$ cat src/inc/tcet_defines.vh
// Constants shared by the commutation and external trigger block
`ifndef TCET_DEFINES_VH
`define TCET_DEFINES_VH

// ************************************************************
// Register byte offsets
// ************************************************************
`define TCET_OFF_CTRL2      8'h04
`define TCET_OFF_SMCFG      8'h08
`define TCET_OFF_EVENT      8'h14
`define TCET_OFF_CHAN_CFG   8'h20
`define TCET_OFF_CHAN_ACT   8'h24

// ************************************************************
// Control register two fields
// ************************************************************
`define TCET_CT_PRELOAD     0
`define TCET_CT_UPD_SEL     2
`define TCET_CT_DMA_SRC     3
`define TCET_CT_WMASK       32'h0000000d
`define TCET_CT_RESET       32'h00000000

// ************************************************************
// Slave mode configuration fields
// ************************************************************
`define TCET_SM_MODE_LO     0
`define TCET_SM_TSEL_LO     4
`define TCET_SM_FILT_LO     8
`define TCET_SM_PSC_LO      12
`define TCET_SM_ECM2        14
`define TCET_SM_POL         15
`define TCET_SM_WMASK       32'h0000fff7
`define TCET_SM_RESET       32'h00000000
`define TCET_SMS_EXT_CLK1   3'h7

// ************************************************************
// Event register and channel configuration layout
// ************************************************************
`define TCET_EV_COM_GEN     0
`define TCET_EV_FILTERED_EXT_TRIGGER_LVL    1
`define TCET_CH_WMASK       32'h000fff7f
`define TCET_CH_COMP_MASK   32'h0001ff77
`define TCET_CH_RESET       32'h00000000
`define TCET_CH_MODE_LO     8

// ************************************************************
// AXI4-Lite response codes
// ************************************************************
`define TCET_RESP_OKAY      2'h0
`define TCET_RESP_SLVERR    2'h2

`endif

$ cat src/core/tcet_etr_filter.v
// Digital event-counter filter for the prescaled external trigger
`timescale 1ns/1ns
module tcet_etr_filter (
    // Clock and reset
    input  wire       i_ref_clk,
    input  wire       i_reset,
    // Filter input and control
    input  wire       i_sample_in,
    input  wire [3:0] i_code,
    // Filtered output
    output reg        o_filtered
);

    reg [4:0] div_cnt;    // Sampling divider, dead-time clock base
    reg [3:0] run_cnt;    // Consecutive differing samples seen
    wire      sample_en;  // Sampling strobe for this code
    wire [3:0] need;      // Required run length N

    // ************************************************************
    // Code decoding
    // ************************************************************
    // Log2 of sampling divider; dead-time clock equals kernel clock
    function [2:0] div_log2;
        input [3:0] c;
        begin
            case (c)
                4'h4, 4'h5:                 div_log2 = 3'h1;
                4'h6, 4'h7:                 div_log2 = 3'h2;
                4'h8, 4'h9:                 div_log2 = 3'h3;
                4'ha, 4'hb, 4'hc:           div_log2 = 3'h4;
                4'hd, 4'he, 4'hf:           div_log2 = 3'h5;
                default:                    div_log2 = 3'h0;
            endcase
        end
    endfunction

    // Number of consistent samples before the output moves
    function [3:0] run_len;
        input [3:0] c;
        begin
            case (c)
                4'h0:                       run_len = 4'h1;
                4'h1:                       run_len = 4'h2;
                4'h2:                       run_len = 4'h4;
                4'h4, 4'h6, 4'h8, 4'hb,
                4'hd:                       run_len = 4'h6;
                4'ha:                       run_len = 4'h5;
                default:                    run_len = 4'h8;
            endcase
        end
    endfunction

    assign sample_en = ((div_cnt & ((5'h01 << div_log2(i_code)) - 5'h01))
                        == 5'h00);
    assign need = run_len(i_code);

    // ************************************************************
    // Event counter
    // ************************************************************
    // Output changes only after a full run of differing samples
    always @(posedge i_ref_clk) begin
        if (i_reset) begin
            div_cnt    <= 5'h00;
            run_cnt    <= 4'h0;
            o_filtered <= 1'b0;
        end else begin
            div_cnt <= div_cnt + 5'h01;
            if (sample_en) begin
                if (i_sample_in == o_filtered) begin
                    run_cnt <= 4'h0;
                end else if (run_cnt + 4'h1 >= need) begin
                    o_filtered <= i_sample_in;
                    run_cnt    <= 4'h0;
                end else begin
                    run_cnt <= run_cnt + 4'h1;
                end
            end
        end
    end

endmodule // tcet_etr_filter

$ cat src/core/tcet_top.v
// Commutation shadow control, DMA source select, external trigger path
//
// Contract
// - DMA request on compare event or update
// - Preload bit defers channel bits to commutation
// - Update select adds trigger rising edge
// - Non-complementary channel ignores preload settings
// - Polarity bit inverts external trigger sense
// - Clock mode two counts filtered trigger edges
// - Mode two coexists with restart/pause/event
// - Clock mode two uses filtered trigger, mode one the trigger input
// - Prescaler divides by 1, 2, 4, 8
// - Filter moves after consistent sample run
// - Filter code picks rate and count
// - Slave mode seven counts trigger rises
`timescale 1ns/1ns
`include "tcet_defines.vh"
module tcet_top (
    // Clock and reset
    input  wire        i_ref_clk,
    input  wire        i_reset,
    // AXI4-Lite write address and data
    input  wire        i_awvalid,
    output reg         o_awready,
    input  wire [7:0]  i_awaddr,
    input  wire        i_wvalid,
    output reg         o_wready,
    input  wire [31:0] i_wdata,
    input  wire [3:0]  i_wstrb,
    // AXI4-Lite write response
    output reg         o_bvalid,
    input  wire        i_bready,
    output reg  [1:0]  o_bresp,
    // AXI4-Lite read
    input  wire        i_arvalid,
    output reg         o_arready,
    input  wire [7:0]  i_araddr,
    output reg         o_rvalid,
    input  wire        i_rready,
    output reg  [31:0] o_rdata,
    output reg  [1:0]  o_rresp,
    // Timer events from the rest of the timer
    input  wire [3:0]  i_cc_event,
    input  wire        i_update_event,
    input  wire        i_trigger_input_signal,
    // External trigger pin
    input  wire        i_external_trigger_pin,
    // Channel control outputs
    output reg  [3:0]  o_channel_output_enable,
    output reg  [2:0]  o_channel_complementary_enable,
    output reg  [11:0] o_output_compare_mode,
    output reg         o_commutation_event,
    // DMA requests
    output reg  [3:0]  o_dma_req,
    // Counter clock conditioning
    output wire        o_filtered_ext_trigger,
    output reg         o_count_tick,
    output reg         o_ext_clk_sel
);

    // ************************************************************
    // Declarations
    // ************************************************************
    reg  [31:0] ctrl2;         // Timer control two
    reg  [31:0] smcfg;         // Slave mode configuration
    reg  [31:0] chan_cfg;      // Written (preload) channel bits
    reg  [31:0] chan_act;      // Channel bits in force
    reg         aw_full;       // Write address held
    reg         w_full;        // Write data held
    reg  [7:0]  aw_addr;       // Held write address
    reg  [31:0] w_data;        // Held write data
    reg  [3:0]  w_strb;        // Held byte strobes
    reg         pin_meta;      // First synchroniser stage
    reg         pin_sync;      // Second synchroniser stage
    reg         pol_prev;      // Polarity-corrected level, last cycle
    reg  [2:0]  psc_cnt;       // Active edge counter for prescaler
    reg         trigger_input_signal_prev;     // Trigger input, last cycle
    reg         filtered_ext_trigger_prev;     // Filtered trigger, last cycle
    wire        wr_go;         // Write performed this cycle
    wire [2:0]  wr_sel;        // Decoded write target
    wire        com_gen_wr;    // Software commutation request
    wire        trigger_input_signal_rise;     // Rising edge of trigger input
    wire        com_evt;       // Commutation event
    wire        pol_lvl;       // Trigger after polarity
    wire        pol_rise;      // Active edge after polarity
    reg         psc_out;       // Prescaled external trigger
    wire        filtered_ext_trigger_rise;     // Active edge of filtered trigger
    wire [31:0] cfg_new;       // Channel bits masked to legal set

    localparam [2:0] SEL_NONE = 3'h0;
    localparam [2:0] SEL_CT   = 3'h1;
    localparam [2:0] SEL_SM   = 3'h2;
    localparam [2:0] SEL_EV   = 3'h3;
    localparam [2:0] SEL_CFG  = 3'h4;
    localparam [2:0] SEL_ACT  = 3'h5;

    // ************************************************************
    // Helper functions
    // ************************************************************
    // Register decode shared by read and write paths
    function [2:0] decode;
        input [7:0] a;
        begin
            case (a)
                `TCET_OFF_CTRL2:    decode = SEL_CT;
                `TCET_OFF_SMCFG:    decode = SEL_SM;
                `TCET_OFF_EVENT:    decode = SEL_EV;
                `TCET_OFF_CHAN_CFG: decode = SEL_CFG;
                `TCET_OFF_CHAN_ACT: decode = SEL_ACT;
                default:            decode = SEL_NONE;
            endcase
        end
    endfunction

    // Byte-lane merge limited to the writable bits
    function [31:0] merge;
        input [31:0] old;
        input [31:0] nw;
        input [3:0]  strb;
        input [31:0] wmask;
        reg   [31:0] lanes;
        begin
            lanes = {{8{strb[3]}}, {8{strb[2]}}, {8{strb[1]}}, {8{strb[0]}}};
            merge = (old & ~(lanes & wmask)) | (nw & lanes & wmask);
        end
    endfunction

    assign wr_go      = aw_full & w_full & ~o_bvalid;
    assign wr_sel     = decode(aw_addr);
    assign com_gen_wr = wr_go & (wr_sel == SEL_EV) & w_strb[0] &
                        w_data[`TCET_EV_COM_GEN];
    assign trigger_input_signal_rise  = i_trigger_input_signal & ~trigger_input_signal_prev;
    assign cfg_new    = chan_cfg & `TCET_CH_WMASK;

    // ************************************************************
    // AXI4-Lite write channel
    // ************************************************************
    // Address and data are taken in any order; response after both
    always @(posedge i_ref_clk) begin
        if (i_reset) begin
            o_awready <= 1'b0;
            o_wready  <= 1'b0;
            o_bvalid  <= 1'b0;
            o_bresp   <= `TCET_RESP_OKAY;
            aw_full   <= 1'b0;
            w_full    <= 1'b0;
            aw_addr   <= 8'h00;
            w_data    <= 32'h00000000;
            w_strb    <= 4'h0;
        end else begin
            // Capture address
            if (o_awready & i_awvalid) begin
                aw_full <= 1'b1;
                aw_addr <= i_awaddr;
            end
            // Capture data
            if (o_wready & i_wvalid) begin
                w_full <= 1'b1;
                w_data <= i_wdata;
                w_strb <= i_wstrb;
            end
            // Perform write and answer; unmapped gives slave error
            if (wr_go) begin
                aw_full  <= 1'b0;
                w_full   <= 1'b0;
                o_bvalid <= 1'b1;
                o_bresp  <= (wr_sel == SEL_NONE) ? `TCET_RESP_SLVERR
                                                 : `TCET_RESP_OKAY;
            end
            if (o_bvalid & i_bready) begin
                o_bvalid <= 1'b0;
            end
            // Each ready only while its own channel holds nothing and no answer pends
            o_awready <= ~(aw_full | (o_awready & i_awvalid)) &
                         ~o_bvalid & ~wr_go;
            o_wready  <= ~(w_full | (o_wready & i_wvalid)) &
                         ~o_bvalid & ~wr_go;
        end
    end

    // ************************************************************
    // AXI4-Lite read channel
    // ************************************************************
    // One cycle from address handshake to data
    always @(posedge i_ref_clk) begin
        if (i_reset) begin
            o_arready <= 1'b0;
            o_rvalid  <= 1'b0;
            o_rdata   <= 32'h00000000;
            o_rresp   <= `TCET_RESP_OKAY;
        end else begin
            if (o_arready & i_arvalid) begin
                o_rvalid <= 1'b1;
                o_rresp  <= `TCET_RESP_OKAY;
                case (decode(i_araddr))
                    SEL_CT:  o_rdata <= ctrl2;
                    SEL_SM:  o_rdata <= smcfg;
                    SEL_EV:  o_rdata <= {30'h00000000,
                                         o_filtered_ext_trigger, 1'b0};
                    SEL_CFG: o_rdata <= chan_cfg;
                    SEL_ACT: o_rdata <= chan_act;
                    default: begin
                        o_rdata <= 32'h00000000;
                        o_rresp <= `TCET_RESP_SLVERR;
                    end
                endcase
            end
            if (o_rvalid & i_rready) begin
                o_rvalid <= 1'b0;
            end
            o_arready <= ~(o_arready & i_arvalid) & ~o_rvalid;
        end
    end

    // ************************************************************
    // Software registers
    // ************************************************************
    // Reserved bits are masked, so they always read as zero
    always @(posedge i_ref_clk) begin
        if (i_reset) begin
            ctrl2    <= `TCET_CT_RESET;
            smcfg    <= `TCET_SM_RESET;
            chan_cfg <= `TCET_CH_RESET;
        end else if (wr_go) begin
            case (wr_sel)
                // Reserved bit one is kept at zero by the mask
                SEL_CT:  ctrl2 <= merge(ctrl2, w_data, w_strb,
                                        `TCET_CT_WMASK);
                SEL_SM:  smcfg <= merge(smcfg, w_data, w_strb,
                                        `TCET_SM_WMASK);
                SEL_CFG: chan_cfg <= merge(chan_cfg, w_data, w_strb,
                                           `TCET_CH_WMASK);
                default: ctrl2 <= ctrl2;
            endcase
        end
    end

    // ************************************************************
    // Commutation shadow transfer
    // ************************************************************
    // Software request always, trigger edge only when selected
    assign com_evt = com_gen_wr |
                     (ctrl2[`TCET_CT_UPD_SEL] & trigger_input_signal_rise);

    // Channel four has no complementary output and always follows
    always @(posedge i_ref_clk) begin
        if (i_reset) begin
            chan_act  <= `TCET_CH_RESET;
            trigger_input_signal_prev <= 1'b0;
        end else begin
            trigger_input_signal_prev <= i_trigger_input_signal;
            if (~ctrl2[`TCET_CT_PRELOAD] | com_evt) begin
                chan_act <= cfg_new;
            end else begin
                chan_act <= (chan_act & `TCET_CH_COMP_MASK) |
                            (cfg_new & ~`TCET_CH_COMP_MASK);
            end
        end
    end

    // Channel outputs drawn from the bits in force
    always @(posedge i_ref_clk) begin
        if (i_reset) begin
            o_channel_output_enable        <= 4'h0;
            o_channel_complementary_enable <= 3'h0;
            o_output_compare_mode          <= 12'h000;
            o_commutation_event            <= 1'b0;
        end else begin
            o_channel_output_enable        <= chan_act[3:0];
            o_channel_complementary_enable <= chan_act[6:4];
            o_output_compare_mode          <=
                chan_act[`TCET_CH_MODE_LO +: 12];
            o_commutation_event <= com_evt & ctrl2[`TCET_CT_PRELOAD];
        end
    end

    // ************************************************************
    // DMA request source
    // ************************************************************
    // Select either per-channel compare or the shared update event
    always @(posedge i_ref_clk) begin
        if (i_reset) begin
            o_dma_req <= 4'h0;
        end else if (ctrl2[`TCET_CT_DMA_SRC]) begin
            o_dma_req <= {4{i_update_event}};
        end else begin
            o_dma_req <= i_cc_event;
        end
    end

    // ************************************************************
    // External trigger synchroniser, polarity and prescaler
    // ************************************************************
    // Two flops keep metastability away from the edge logic
    always @(posedge i_ref_clk) begin
        if (i_reset) begin
            pin_meta <= 1'b0;
            pin_sync <= 1'b0;
        end else begin
            pin_meta <= i_external_trigger_pin;
            pin_sync <= pin_meta;
        end
    end

    assign pol_lvl  = pin_sync ^ smcfg[`TCET_SM_POL];
    assign pol_rise = pol_lvl & ~pol_prev;

    // Edge counter bits give divide by 2, 4 and 8
    always @(posedge i_ref_clk) begin
        if (i_reset) begin
            pol_prev <= 1'b0;
            psc_cnt  <= 3'h0;
        end else begin
            pol_prev <= pol_lvl;
            if (pol_rise) begin
                psc_cnt <= psc_cnt + 3'h1;
            end
        end
    end

    // Input rate must stay below a quarter kernel rate
    always @* begin
        case (smcfg[`TCET_SM_PSC_LO +: 2])
            2'h1:    psc_out = psc_cnt[0];
            2'h2:    psc_out = psc_cnt[1];
            2'h3:    psc_out = psc_cnt[2];
            default: psc_out = pol_lvl;
        endcase
    end

    // ************************************************************
    // Digital filter
    // ************************************************************
    tcet_etr_filter u_filter (
        .i_ref_clk   (i_ref_clk),
        .i_reset     (i_reset),
        .i_sample_in (psc_out),
        .i_code      (smcfg[`TCET_SM_FILT_LO +: 4]),
        .o_filtered  (o_filtered_ext_trigger)
    );

    assign filtered_ext_trigger_rise = o_filtered_ext_trigger & ~filtered_ext_trigger_prev;

    // ************************************************************
    // Counter clock selection
    // ************************************************************
    // Mode two wins over mode one and runs beside other slave modes
    always @(posedge i_ref_clk) begin
        if (i_reset) begin
            filtered_ext_trigger_prev     <= 1'b0;
            o_count_tick  <= 1'b0;
            o_ext_clk_sel <= 1'b0;
        end else begin
            filtered_ext_trigger_prev     <= o_filtered_ext_trigger;
            o_ext_clk_sel <= smcfg[`TCET_SM_ECM2];
            if (smcfg[`TCET_SM_ECM2]) begin
                o_count_tick <= filtered_ext_trigger_rise;
            end else if (smcfg[`TCET_SM_MODE_LO +: 3] ==
                         `TCET_SMS_EXT_CLK1) begin
                o_count_tick <= trigger_input_signal_rise;
            end else begin
                o_count_tick <= 1'b0;
            end
        end
    end

endmodule // tcet_top

$ cat config.mk
export PLATFORM = sky130hd
export DESIGN_NAME = tcet_top
export DESIGN_NICKNAME = d
export VERILOG_FILES = /design/src/core/tcet_etr_filter.v /design/src/core/tcet_top.v
export VERILOG_INCLUDE_DIRS = /design/src /design/src/inc
export SDC_FILE = /design/constraint.sdc
export NUM_CORES = 1
export LEC_CHECK = 0
export BUFFER_PORTS_ARGS = -buffer_cell sky130_fd_sc_hd__buf_2
export CAP_MARGIN = 20
export CORE_ASPECT_RATIO = 1.5
export CORE_UTILIZATION = 25
export CTS_BUF_LIST = sky130_fd_sc_hd__clkbuf_4 sky130_fd_sc_hd__clkbuf_8 sky130_fd_sc_hd__clkbuf_16
export DETAILED_ROUTE_END_ITERATION = 8
export GPL_TIMING_DRIVEN = 1
export HOLD_SLACK_MARGIN = 0.12
export SLEW_MARGIN = 5
export SYNTH_ARGS = -nofsm -noshare
export SYNTH_HDL_FRONTEND = slang
export SYNTH_SLANG_ARGS = --single-unit
export TNS_END_PERCENT = 20
$ cat constraint.sdc
create_clock -name i_ref_clk -period 3.42 [get_ports i_ref_clk]
set_clock_uncertainty 0.15 [all_clocks]
set_input_delay 0.684 -clock i_ref_clk [delete_from_list [all_inputs] [get_ports i_ref_clk]]
set_output_delay 0.684 -clock i_ref_clk [all_outputs]
set_load 0.02 [all_outputs]
==> run metrics <==
Syn Area/Cell=9.049 µm²; layout cell share with drive strength beyond 1=20.49%; count leader, synth=dfxtp_1; main combinational cell family by area after synthesis=simple AND/OR/NAND/NOR gates; Post-Synth Adder-Cell Area=1.272%; Setup Viol. Count Final=0; crit path max fanout=4; sequential cell area fraction in the yosys report=48.55%; period utilization=81.91%; hold-fix buffers at CTS=0; mux share of post-synthesis cell area=8.394%; DRC errors left=0; FMAX=0.3570 GHz; most frequent CP cell=ha_1; post-synth cell types=59; Critical R2R Launch=u_filter.run_cnt[0]; Antenna diodes=0; CTS H-Tree Depth=4; Worst Tran Pin Value=0.9983 ns; Row Count=74; Worst setup EP type=register; Layout Nets=920; Resized Gates After CTS=0; Synth Area in Compound Gates=13.41%; clk_lat worst skew=0.42 ns; I/O pins=134; starting density of the core=25.39%; Setup TNS Final=0 ns; hold crit path type=register to register; Hold Fails Final Rpt=0; asr flop ratio synth=0%; top cells by area, synth=dfxtp_1, nand2_1, mux2i_1, nor2b_1, a21oi_1; die width=137.5 µm; Leak Pwr=3.420 nW; top post-synthesis cells by count=dfxtp_1, nand2_1, nor2_1, a21oi_1, nor2b_1; Port Buffer Count=106; CP arrival=3.02 ns; Post-synth top flop=dfxtp_1; total CTS buffers=17; Pwr Density=511.1 nW/µm²; total grt overflow=0; clock root buffer=clkbuf_16; first-pass GRT wire length=28.52 mm; 1st-pass router iterations=4; Clock Path Buffers=2; DR iter-0 viols=222; Syn. warnings=0; xor and xnor area share after synthesis=1.653%; Mapped Cells=761; Setup crit start=u_filter.run_cnt[0]; final WL=18.22 mm; clk sinks=167; Buf+Inv Stages, Crit Path=0; total core area=27130 µm²; CP max-delay cell=a2111oi_0; Crit Path Category=register to register; initial antenna violation count=0; Netlist Area Pre-Place=6887 µm²; post-synthesis simple-gate area fraction=21.82%; area leader, netlist=dfxtp_1; Worst-path clk slew=0.06 ns; Worst EP required=3.64 ns; Peak VDD IR=0.2521 mV; largest net degree at the start of global routing=78; share of the synthesized area in the top cell type=48.55%; vias in the first global route=5199; setup ws final=0.6188 ns; DP Wirelength=13.03 mm; fin crit period=2.801 ns; RSZ-0062 raised after global routing=false; drt via density=4.604; CTS tree=built; Die ar.=28230 µm²; CP max stage delay=0.65 ns; post-CTS setup buffer count=0; Yosys reg bits=167; post-DR wirelength/cell=15.17 µm; Slew headroom=33.45%; routability cong.=0.8236; Max-Cap Viols=0; max-slew violations=0; Layout area overhead=20.55%; GRT Total Usage=13.51%; chip height=205.3 µm; critical-path cell list=ha_1 -> ha_1 -> a2111oi_0 -> nor2_1 -> nor4_1 -> mux2_2; CP delay by family, top=simple AND/OR/NAND/NOR gates; Post-synth EDFFs=0; startpoint types=register; outcome=complete, no violations; DP Worst Slack=0.6478 ns; worst hold path startpoint=pin_meta; ANT nets after route=0; total number of vias=5529; total power=4.243 mW
-- worst register-to-register path, cell delays in order (launching register included) --
cell and delay (ns):
dfxtp_1 0.35, ha_1 0.35, ha_1 0.27, a2111oi_0 0.65
nor2_1 0.15, nor4_1 0.57, mux2_2 0.26
-- kinds of logic after synthesis --
| kind of cell | Yosys count |
|---|---|
| other cells | 1 |
| mux | 55 |
| flops | 167 |
| buf+inv | 72 |
| xor+xnor | 13 |
| simple gates | 306 |
| fa+ha+maj | 7 |
| compound gates | 140 |
-- layout make-up --
class	instances	area (µm²)
timing repair buffer	117	615.6
clock buffer	21	480.5
clock inverter	10	142.6
fill	2856	18830
sequential	167	3343
multi-input combinational	535	3258
inverter	9	33.78
tap	342	427.9
-- where the power goes --
part / switching [mW] / internal [mW] / leakage, nW / total (mW)
registers: 0.0368 / 1.98 / 1.35 / 2.02
clock network: 0.785 / 1.23 / 0.306 / 2.01
logic: 0.139 / 0.0763 / 1.76 / 0.215
-- routing by layer --
layer,GRT usage [%],up-vias,share of wire (%)
met5,0,-,0
met1,15.20,2601,41
li1,-,2774,-
met4,6.358,0,2.9
met3,2.636,24,3.2
met2,24.01,130,53
-- worst paths after layout --
kind | end | slack [ns] | depth (start not counted)
hold reg to reg | pin_sync | 0.29 | 1
setup reg to reg | u_filter.run_cnt[0] | 0.62 | 6
hold / removal | pin_sync | 0.29 | 1
setup / recovery | u_filter.run_cnt[0] | 0.62 | 6
-- per-stage QoR --
step                hold slack [ns]  utilization (%)  cell area, µm²  instances
global placement             0.2786            28.30            7679       1170
CTS                          0.2949            30.60            8302       1201
finish                       0.2882            30.60            8302       1201
floorplan                    0.2638                -            6935        774
detailed placement           0.2803            28.30            7679       1170
global route                 0.3141            30.60            8302       1201
-- layout by cell type (no fill, tap or decap), drive strengths merged, types with 4 or more instances in the layout --
cell    count
nor4        7
clkbuf     21
o211ai      4
o21ai      13
nand3      11
and2        5
nor3       12
nand3b      5
nand2b     16
inv        10
xnor2       7
ha          7
a21boi     13
dfxtp     167
or4         8
a221o       4
a22oi      28
nor2b      51
mux2i      33
clkinv      5
o22ai       4
a21oi      53
mux2       22
nand2     113
buf       117
nor2       59
conb       14
xor2        6
(Power assumes the default switching activity.)
